==> src/pkg/sleep_pkg.sv <==
package sleep_pkg;
    localparam logic [2:0] MODE_IDLE      = 3'h0;
    localparam logic [2:0] MODE_NOISE_RED = 3'h1;
    localparam logic [2:0] MODE_PWR_DOWN  = 3'h2;
    localparam logic [2:0] MODE_PWR_SAVE  = 3'h3;
    localparam logic [2:0] MODE_STANDBY   = 3'h6;
    localparam logic [2:0] MODE_EXT_STBY  = 3'h7;

    localparam int BROWNOUT_SLEEP_DISABLE_BIT            = 6;
    localparam int CLK_PERIOD_NS       = 10;
    localparam int HALT_EXTRA_CYCLES   = 4;
    localparam int STANDBY_WAKE_CYCLES = 6;
    localparam int BOD_WAKE_US         = 60;
    localparam int BOD_WAKE_CYCLES     = (BOD_WAKE_US * 1000) / CLK_PERIOD_NS;
    localparam int TIMED_WINDOW_CYCLES = 4;
    localparam int TIMEOUT_DEFAULT     = 16;

    // per-domain clock enables
    typedef struct packed {
        logic core_clk;
        logic flash_clk;
        logic io_clk;
        logic adc_clk;
        logic asy_clk;
        logic main_osc;
        logic timer_osc;
    } clk_gate_t;

    // wake sources, already qualified by their own enables
    typedef struct packed {
        logic ext_level;
        logic ext_edge;
        logic pin_change;
        logic twi_match;
        logic timer_two;
        logic spm_ready;
        logic adc_done;
        logic wdt_irq;
        logic other_io;
    } wake_src_t;

    typedef enum logic [2:0] {
        ST_RUN    = 3'b000,
        ST_SLEEP  = 3'b001,
        ST_WAKE   = 3'b010,
        ST_HOLD   = 3'b011
    } sleep_state_t;
endpackage

==> src/logic/sleep_mode_controller.sv <==
`timescale 1ns/1ns
//Contract
// [RQ1] sleep needs enable bit plus halt instruction
// [RQ2] mode 000 enters idle
// [RQ3] mode 001 enters converter noise reduction
// [RQ4] interrupt wake holds core four extra cycles
// [RQ5] wake leaves registers and memory untouched
// [RQ6] reset while asleep restarts at reset vector
// [RQ7] idle stops only core and flash clocks
// [RQ8] idle wakes on any enabled interrupt
// [RQ9] idle or noise mode starts conversion
// [RQ10] noise mode stops io core flash clocks
// [RQ11] noise mode wakes only on listed sources
// [RQ12] timer two runs in noise mode if async
// [RQ13] non-idle modes wake on level interrupts only
// [RQ14] timer oscillator active only if timer async
// [RQ15] brownout sleep disable bit six resets zero
// [RQ16] detector off at entry, back at wake
// [RQ17] detector-off wake delays about 60 us
// [RQ18] software changes disable bit via timed write
// [RQ19] disable only in deep sleep modes
// [RQ20] software powers comparator down before idle
// [RQ21] 010 down 011 save 110 standby 111 ext
// [RQ22] standby modes wake within six cycles
// [RQ23] power-down wake waits fuse reset time-out
// [RQ24] halt without enable acts as plain instruction
// [RQ25] modes 100 and 101 enter no sleep
module sleep_mode_controller #(
    parameter int TIMEOUT_CYCLES  = sleep_pkg::TIMEOUT_DEFAULT,
    parameter int BOD_WAKE_CYCLES = sleep_pkg::BOD_WAKE_CYCLES
) (
    input  wire logic                 clk_sys_in,
    input  wire logic                 reset_in,
    input  wire logic                 halt_exec_in,
    input  wire logic                 sleep_enable_bit_in,
    input  wire logic [2:0]           sleep_mode_select_in,
    input  wire logic                 ctrl_wr_in,
    input  wire logic [7:0]           ctrl_wdata_in,
    input  wire logic                 brownout_sleep_disable_unlock_in,
    input  wire logic                 timer_two_async_in,
    input  wire logic                 converter_enabled_in,
    input  wire logic                 ext_osc_selected_in,
    input  wire logic                 ext_reset_in,
    input  wire logic                 wdt_reset_in,
    input  wire logic                 bod_reset_in,
    input  wire sleep_pkg::wake_src_t wake_src_in,
    output sleep_pkg::clk_gate_t      clk_gate_out,
    output logic                      asleep_out,
    output logic                      core_halt_out,
    output logic                      irq_resume_out,
    output logic                      reset_wake_out,
    output logic                      conv_start_out,
    output logic                      brownout_detector_on_out,
    output logic                      brownout_sleep_disable_out,
    output logic [2:0]                active_mode_out
);
    localparam int TW = 16;

    // external, watchdog and brownout reset inputs are asynchronous; two flops each
    logic [2:0] sync1_q;
    logic [2:0] sync2_q;
    wire  [2:0] async_raw = {ext_reset_in, wdt_reset_in, bod_reset_in};

    always_ff @(posedge clk_sys_in) begin
        if (reset_in) begin
            sync1_q <= 3'h0;
            sync2_q <= 3'h0;
        end else begin
            sync1_q <= async_raw;
            sync2_q <= sync1_q;
        end
    end

    wire wake_reset = |sync2_q;

    sleep_pkg::sleep_state_t state_q, state_d;
    logic [2:0]  mode_q;
    logic        brownout_sleep_disable_q;
    logic        bod_off_q;
    logic        bod_on_q;
    logic [2:0]  unlock_cnt_q;
    logic        core_halt_q;
    logic        asleep_q;
    logic        irq_resume_q;
    logic        reset_wake_q;
    logic        conv_start_q;
    sleep_pkg::clk_gate_t gate_q;

    function automatic logic mode_valid(input logic [2:0] m);
        return m == sleep_pkg::MODE_IDLE || m == sleep_pkg::MODE_NOISE_RED ||
               m == sleep_pkg::MODE_PWR_DOWN || m == sleep_pkg::MODE_PWR_SAVE ||
               m == sleep_pkg::MODE_STANDBY || m == sleep_pkg::MODE_EXT_STBY;
    endfunction

    function automatic logic deep_mode(input logic [2:0] m);
        return m == sleep_pkg::MODE_PWR_DOWN || m == sleep_pkg::MODE_PWR_SAVE ||
               m == sleep_pkg::MODE_STANDBY || m == sleep_pkg::MODE_EXT_STBY;
    endfunction

    // clock domain table per mode
    function automatic sleep_pkg::clk_gate_t gates_for(input logic [2:0] m, input logic asy);
        sleep_pkg::clk_gate_t g;
        g = '0;
        unique case (m)
            sleep_pkg::MODE_IDLE: begin
                g = '{1'b0, 1'b0, 1'b1, 1'b1, 1'b1, 1'b1, asy}; // RQ2 RQ7 RQ14
            end
            sleep_pkg::MODE_NOISE_RED: begin
                g = '{1'b0, 1'b0, 1'b0, 1'b1, 1'b1, 1'b1, asy}; // RQ3 RQ10 RQ14
            end
            sleep_pkg::MODE_PWR_DOWN: begin
                g = '0;
            end
            sleep_pkg::MODE_PWR_SAVE: begin
                g = '{1'b0, 1'b0, 1'b0, 1'b0, 1'b1, 1'b0, asy}; // RQ14
            end
            sleep_pkg::MODE_STANDBY: begin
                g = '{1'b0, 1'b0, 1'b0, 1'b0, 1'b0, 1'b1, 1'b0};
            end
            sleep_pkg::MODE_EXT_STBY: begin
                g = '{1'b0, 1'b0, 1'b0, 1'b0, asy, 1'b1, asy}; // RQ14
            end
            default: begin
                g = '{1'b1, 1'b1, 1'b1, 1'b1, 1'b1, 1'b1, 1'b1};
            end
        endcase
        return g;
    endfunction

    // wake qualification per mode
    wire sleep_pkg::wake_src_t w = wake_src_in;
    wire common_wake = w.ext_level || w.pin_change || w.twi_match || w.wdt_irq; // RQ13
    wire idle_wake   = common_wake || w.ext_edge || w.timer_two || w.spm_ready ||
                       w.adc_done || w.other_io; // RQ8
    wire noise_wake  = common_wake || w.spm_ready || w.adc_done ||
                       (w.timer_two && timer_two_async_in); // RQ11 RQ12
    wire save_wake   = common_wake || w.timer_two;
    wire irq_wake    = (mode_q == sleep_pkg::MODE_IDLE)      ? idle_wake  :
                       (mode_q == sleep_pkg::MODE_NOISE_RED) ? noise_wake :
                       (mode_q == sleep_pkg::MODE_PWR_SAVE ||
                        mode_q == sleep_pkg::MODE_EXT_STBY)  ? save_wake  : common_wake;

    wire enter = halt_exec_in && sleep_enable_bit_in && mode_valid(sleep_mode_select_in)
                 && state_q == sleep_pkg::ST_RUN; // RQ1 RQ24 RQ25 RQ21

    // disable bit only writable while unlock window is open
    wire unlock_open = unlock_cnt_q != 3'h0;
    wire brownout_sleep_disable_write  = ctrl_wr_in && unlock_open; // RQ18

    // wake delay selection
    wire standby_like = mode_q == sleep_pkg::MODE_STANDBY || mode_q == sleep_pkg::MODE_EXT_STBY;
    wire needs_osc    = mode_q == sleep_pkg::MODE_PWR_DOWN || mode_q == sleep_pkg::MODE_PWR_SAVE;
    wire [TW-1:0] base_delay = standby_like ? TW'(sleep_pkg::STANDBY_WAKE_CYCLES) : // RQ22
                               needs_osc    ? TW'(TIMEOUT_CYCLES) : // RQ23
                                              TW'(1);
    wire [TW-1:0] wake_delay = bod_off_q && TW'(BOD_WAKE_CYCLES) > base_delay ?
                               TW'(BOD_WAKE_CYCLES) : base_delay; // RQ17

    logic tmr_load;
    logic [TW-1:0] tmr_count;
    logic tmr_busy;
    logic tmr_done;

    wake_timer #(.WIDTH(TW)) u_timer (
        .clk_sys_in (clk_sys_in),
        .reset_in   (reset_in),
        .load_in    (tmr_load),
        .count_in   (tmr_count),
        .busy_out   (tmr_busy),
        .done_out   (tmr_done)
    );

    wire wake_now = state_q == sleep_pkg::ST_SLEEP && irq_wake;

    always_comb begin
        state_d   = state_q;
        tmr_load  = 1'b0;
        tmr_count = wake_delay;
        unique case (state_q)
            sleep_pkg::ST_RUN: begin
                if (enter) begin
                    state_d = sleep_pkg::ST_SLEEP;
                end
            end
            sleep_pkg::ST_SLEEP: begin
                if (irq_wake) begin
                    state_d  = sleep_pkg::ST_WAKE;
                    tmr_load = 1'b1;
                end
            end
            sleep_pkg::ST_WAKE: begin
                if (tmr_done) begin
                    state_d   = sleep_pkg::ST_HOLD;
                    tmr_load  = 1'b1;
                    tmr_count = TW'(sleep_pkg::HALT_EXTRA_CYCLES); // RQ4
                end
            end
            sleep_pkg::ST_HOLD: begin
                if (tmr_done) begin
                    state_d = sleep_pkg::ST_RUN;
                end
            end
            default: begin
                state_d = sleep_pkg::ST_RUN;
            end
        endcase
        if (wake_reset && state_q != sleep_pkg::ST_RUN) begin
            state_d  = sleep_pkg::ST_RUN; // RQ6
            tmr_load = 1'b0;
        end
    end

    wire [2:0] mode_d = enter ? sleep_mode_select_in : mode_q;
    wire sleeping_d   = state_d != sleep_pkg::ST_RUN;

    always_ff @(posedge clk_sys_in) begin
        if (reset_in) begin
            state_q       <= sleep_pkg::ST_RUN;
            mode_q        <= sleep_pkg::MODE_IDLE;
            brownout_sleep_disable_q        <= 1'b0; // RQ15
            bod_off_q     <= 1'b0;
            unlock_cnt_q  <= 3'h0;
        end else begin
            state_q <= state_d;
            mode_q  <= mode_d;
            if (brownout_sleep_disable_unlock_in) begin
                unlock_cnt_q <= 3'(sleep_pkg::TIMED_WINDOW_CYCLES);
            end else if (unlock_open) begin
                unlock_cnt_q <= unlock_cnt_q - 3'h1;
            end
            if (brownout_sleep_disable_write) begin
                brownout_sleep_disable_q <= ctrl_wdata_in[sleep_pkg::BROWNOUT_SLEEP_DISABLE_BIT]; // RQ15 RQ18
            end
            if (enter && brownout_sleep_disable_q && deep_mode(sleep_mode_select_in)) begin
                bod_off_q <= 1'b1; // RQ16 RQ19
            end else if (wake_now || state_d == sleep_pkg::ST_RUN) begin
                bod_off_q <= 1'b0; // RQ16
            end
        end
    end

    // outputs, all registered
    always_ff @(posedge clk_sys_in) begin
        if (reset_in) begin
            gate_q        <= '{1'b1, 1'b1, 1'b1, 1'b1, 1'b1, 1'b1, 1'b1};
            asleep_q      <= 1'b0;
            core_halt_q   <= 1'b0;
            irq_resume_q  <= 1'b0;
            reset_wake_q  <= 1'b0;
            conv_start_q  <= 1'b0;
            bod_on_q      <= 1'b1;
        end else begin
            gate_q        <= (state_d == sleep_pkg::ST_SLEEP) ? gates_for(mode_d, timer_two_async_in)
                           : '{1'b1, 1'b1, 1'b1, 1'b1, 1'b1, 1'b1, 1'b1};
            asleep_q      <= state_d == sleep_pkg::ST_SLEEP;
            core_halt_q   <= sleeping_d; // RQ4
            // core keeps its register file; only a resume pulse is given
            irq_resume_q  <= state_q == sleep_pkg::ST_HOLD && tmr_done && !wake_reset; // RQ4 RQ5
            reset_wake_q  <= wake_reset && state_q != sleep_pkg::ST_RUN; // RQ6
            conv_start_q  <= enter && converter_enabled_in &&
                             (sleep_mode_select_in == sleep_pkg::MODE_IDLE ||
                              sleep_mode_select_in == sleep_pkg::MODE_NOISE_RED); // RQ9
            // off from the entry edge itself, back on as soon as sleep ends
            bod_on_q      <= !((enter && brownout_sleep_disable_q && deep_mode(sleep_mode_select_in)) ||
                               (bod_off_q && state_d == sleep_pkg::ST_SLEEP)); // RQ16 RQ19
        end
    end

    assign clk_gate_out               = gate_q;
    assign asleep_out                 = asleep_q;
    assign core_halt_out              = core_halt_q;
    assign irq_resume_out             = irq_resume_q;
    assign reset_wake_out             = reset_wake_q;
    assign conv_start_out             = conv_start_q;
    assign brownout_detector_on_out   = bod_on_q;
    assign brownout_sleep_disable_out = brownout_sleep_disable_q;
    assign active_mode_out            = mode_q;
endmodule

==> src/logic/wake_timer.sv <==
`timescale 1ns/1ns
// down counter: load a cycle count, pulse done when it reaches zero
module wake_timer #(
    parameter int WIDTH = 16
) (
    input  wire logic             clk_sys_in,
    input  wire logic             reset_in,
    input  wire logic             load_in,
    input  wire logic [WIDTH-1:0] count_in,
    output logic                  busy_out,
    output logic                  done_out
);
    logic [WIDTH-1:0] cnt_q;
    logic             busy_q;

    // done is not registered: a load of n then spans exactly n cycles of the caller's state
    wire last = busy_q && (cnt_q == '0);

    always_ff @(posedge clk_sys_in) begin
        if (reset_in) begin
            cnt_q  <= '0;
            busy_q <= 1'b0;
        end else if (load_in) begin
            cnt_q  <= count_in - WIDTH'(1);
            busy_q <= 1'b1;
        end else if (last) begin
            busy_q <= 1'b0;
        end else if (busy_q) begin
            cnt_q <= cnt_q - WIDTH'(1);
        end
    end

    assign busy_out = busy_q;
    assign done_out = last;
endmodule

==> config.mk <==
export PLATFORM = sky130hd
export DESIGN_NAME = sleep_mode_controller
export DESIGN_NICKNAME = d
export VERILOG_FILES = /design/src/pkg/sleep_pkg.sv /design/src/logic/sleep_mode_controller.sv /design/src/logic/wake_timer.sv
export SDC_FILE = /design/constraint.sdc
export NUM_CORES = 1
export LEC_CHECK = 0
export BUFFER_PORTS_ARGS = -buffer_cell sky130_fd_sc_hd__buf_2
export CORE_ASPECT_RATIO = 0.75
export CORE_MARGIN = 2
export CORE_UTILIZATION = 29
export CTS_CLUSTER_DIAMETER = 50
export CTS_CLUSTER_SIZE = 25
export DETAILED_ROUTE_END_ITERATION = 7
export GPL_ROUTABILITY_DRIVEN = 0
export PLACE_DENSITY = 0.6
export SLEW_MARGIN = 0
export SYNTH_ARGS = -nofsm -noshare
export SYNTH_HDL_FRONTEND = slang
export SYNTH_HIERARCHICAL = 1
export SYNTH_SLANG_ARGS = --single-unit
==> constraint.sdc <==
create_clock -name clk_sys_in -period 4.9 [get_ports clk_sys_in]
set_input_delay 0 -clock clk_sys_in [delete_from_list [all_inputs] [get_ports clk_sys_in]]
set_output_delay 0 -clock clk_sys_in [all_outputs]
set_load 0.03 [all_outputs]
==> results.toml <==
[finish]
drive_gt1_share_pct = 18.7
area_growth_pct = 22.0
n_fill_cell = 911
n_antenna_cell = 0
nets = 394

[timing]
finalCritPeriodShare_pct = 87.9
skew_ns = 0.00554
slew_violations = 0
min_period_ns = 4.31
worst_slack_ns = 0.593
finalSetupViolations = 0
worst_slew_pin_slew_ns = 1.03
max_freq_mhz = 232
finalSetupTns_ns = 0
rsz0062_at_grt = "no"
report.final.hold_viol_count = 0
relSlewSlack_pct = 31.4

[critical_path]
cp-start-kind = "flop"
crit_top_cell = "or4_1"
slowest_stage = "or4_1"
max_stage_delay_ns = 0.66
cp_max_fo = 32
worstSetupEndpointType = "flop"
crit_chain = "or4_1 > nor4_1 > and2_1 > nand2_1 > or3_1 > a21boi_2 > buf_12 > nor4b_1 > o211ai_1 > or4_1 > a31o_2 > a21oi_1"
crit_required_ns = 5.12
worstPathArrival_ns = 4.53
path_class = "flop to flop"

[drt]
wirelength_microns = 6150
firstDrtPassIters = 5
drt_iter0_markers = 150
routed-via-count = 2388
ant_nets = 0
wire_per_inst_microns = 13.1
viasPerCell = 5.07
drcViolationCount = 0

[pwr]
p_per_area_nw_per_um2 = 259
leakagePower_uw = 0.00127
ir_drop_mv = 0.142

[yosys]
ys_top_cells_by_area = "dfxtp_1, xnor2_1, a211oi_1, a21oi_1, nor3_1"
synth-async-reset-ratio_pct = 0
yosysWarnings = 6
synth_common_cells = "dfxtp_1, nor2_1, nand2_1"
syn_inst = 298
ys.flop_type = "dfxtp_1"
synth-seq-area-share_pct = 34.8
synth_top_area_cell = "dfxtp_1"
synth_area_sq_um = 2650
synth-edff-count = 0
synth-seq-cells = 46
postSynthAreaPerCell_sq_um = 8.88
synth_cell_types = 67
netlist.area_leader.share_pct = 34.8
synth.most_common_cell = "dfxtp_1"

[worst_hold_path]
hp-class = "primary input to flop"

[grt]
grt_pass1_wl_microns = 10200
grt_max_degree = 41
grt_overflow = 0
antenna_found_initial = 0
grt_pass1_vias = 2162
track_usage_pct = 12.7

[floorplanning]
die_area_sq_um = 9910
core_sq_um = 8970
io_pins = 49
rows = 30
die_h_microns = 86.7
start_util_pct = 29.5
die_w_microns = 114

[clocking]
cts_tree = "built"
cts_sinks = 46
clk_path_buf_depth = 2
root_buffer = "clkbuf_16"
cts_setup_buffers = 0
numCtsBuffers = 5
clkLatencyLatePin_ns = 0.29
clk_pin_slew_ns = 0.07
htree_num_levels = 2
cts_resized = 0

[place]
portBuffers = 40
dp_hpwl_microns = 4350
preCtsSetupSlack_ns = 0.641

[run]
drv_cap = 0

[outcome]
outcome = "finished, final reports clean"
==> per-stage QoR <==
stage                     hold slack [ns]  total power [uW]  area (sq um)  utilization, %  instances
after floorplan                    0.0755               482          2720               -        318
after global placement              0.206               506          3010            33.5        456
after detailed placement            0.210               509          3010            33.5        456
after CTS                         0.00103               844          3230            36.0        471
after global routing               0.0189               870          3230            36.0        471
final                             0.00316               836          3230            36.0        471
==> logic make-up after synthesis <==
kind of cell    after synthesis  synth area share [%]
flops                        46                  34.8
compound gates               71                  22.4
mux                           8                  3.07
other cells                   1                 0.142
simple gates                125                  27.3
xor+xnor                     20                  6.62
buf+inv                      24                  4.21
fa+ha+maj                     3                  1.42
==> layout by cell type (no fill, tap or decap), drive strengths merged, types with 4 or more instances in the layout <==
cell and n:
a211oi 14, a21oi 20, buf 41, clkbuf 5, conb 21, dfxtp 46, dlygate4sd3 8, inv 9
mux2i 7, nand2 20, nand2b 5, nand3 7, nand3b 4, nor2 22, nor2b 9, nor3 19
nor3b 5, nor4 6, o21ai 5, or3 6, or4 8, xnor2 14, xor2 6
==> per-layer routing <==
layer | vias to the layer above | share of wire, % | track usage, %
li1 | 1202 | - | -
met1 | 1127 | 49 | 17.7
met2 | 55 | 45 | 20.1
met3 | 4 | 5.3 | 2.73
met4 | 0 | 0.83 | 3.33
met5 | - | 0 | 0
==> worst paths after layout <==
check / startpoint / endpoint / slack (ns) / cells past startpoint
min: ctrl_wr_in / brownout_sleep_disable_out$_SDFFE_PP0P_ / 0.003 / 4
max: u_timer/cnt_q[11]$_SDFFE_PP0P_ / u_timer/cnt_q[8]$_SDFFE_PP0P_ / 0.59 / 12
min reg2reg: sync1_q[1]$_SDFF_PP0_ / sync2_q[1]$_SDFF_PP0_ / 0.44 / 1
max reg2reg: u_timer/cnt_q[11]$_SDFFE_PP0P_ / u_timer/cnt_q[8]$_SDFFE_PP0P_ / 0.59 / 12
==> critical path: cells and delay by family, from the launching register on <==
family	cells	cell delay, ns
AO/OA/AOI/OAI	4	1.24
flip-flops	1	0.37
AND/OR/NAND/NOR	7	2.37
buffers and inverters	1	0.26
==> power by group <==
| part | internal, uW | total (uW) | switching [uW] |
|---|---|---|---|
| logic | 49.4 | 114 | 64.3 |
| registers | 383 | 392 | 8.34 |
| clock network | 186 | 331 | 145 |
==> state kept, by name, summed over array words and instances (netlist names) <==
| name | flops |
|---|---|
| sync1_q | 3 |
| active_mode_out | 3 |
| brownout_sleep_disable_out | 1 |
| reset_wake_out | 1 |
| bod_off_q | 1 |
| asleep_out | 1 |
| clk_gate_out | 6 |
| conv_start_out | 1 |
| state_q | 3 |
| u_timer/busy_out | 1 |
| sync2_q | 3 |
| unlock_cnt_q | 3 |
| irq_resume_out | 1 |
| brownout_detector_on_out | 1 |
| core_halt_out | 1 |
| u_timer/cnt_q | 16 |
==> cell type report <==
class	instances	area (sq um)	area share, %
clock inverters	2	15.0	0.465
well taps	112	140	4.34
multi-input cells	248	1690	52.4
flip-flops and latches	46	921	28.5
clock buffers	5	125	3.88
repair buffers	49	300	9.30
inverters	9	33.8	1.05
==> repair_timing <==
action / 4_1_cts / 5_1_grt
endpoints found under the setup margin: 0 / 0
endpoints found under the hold margin: 7 / 0
hold buffers: 8 / 0
(Power assumes the default switching activity.)
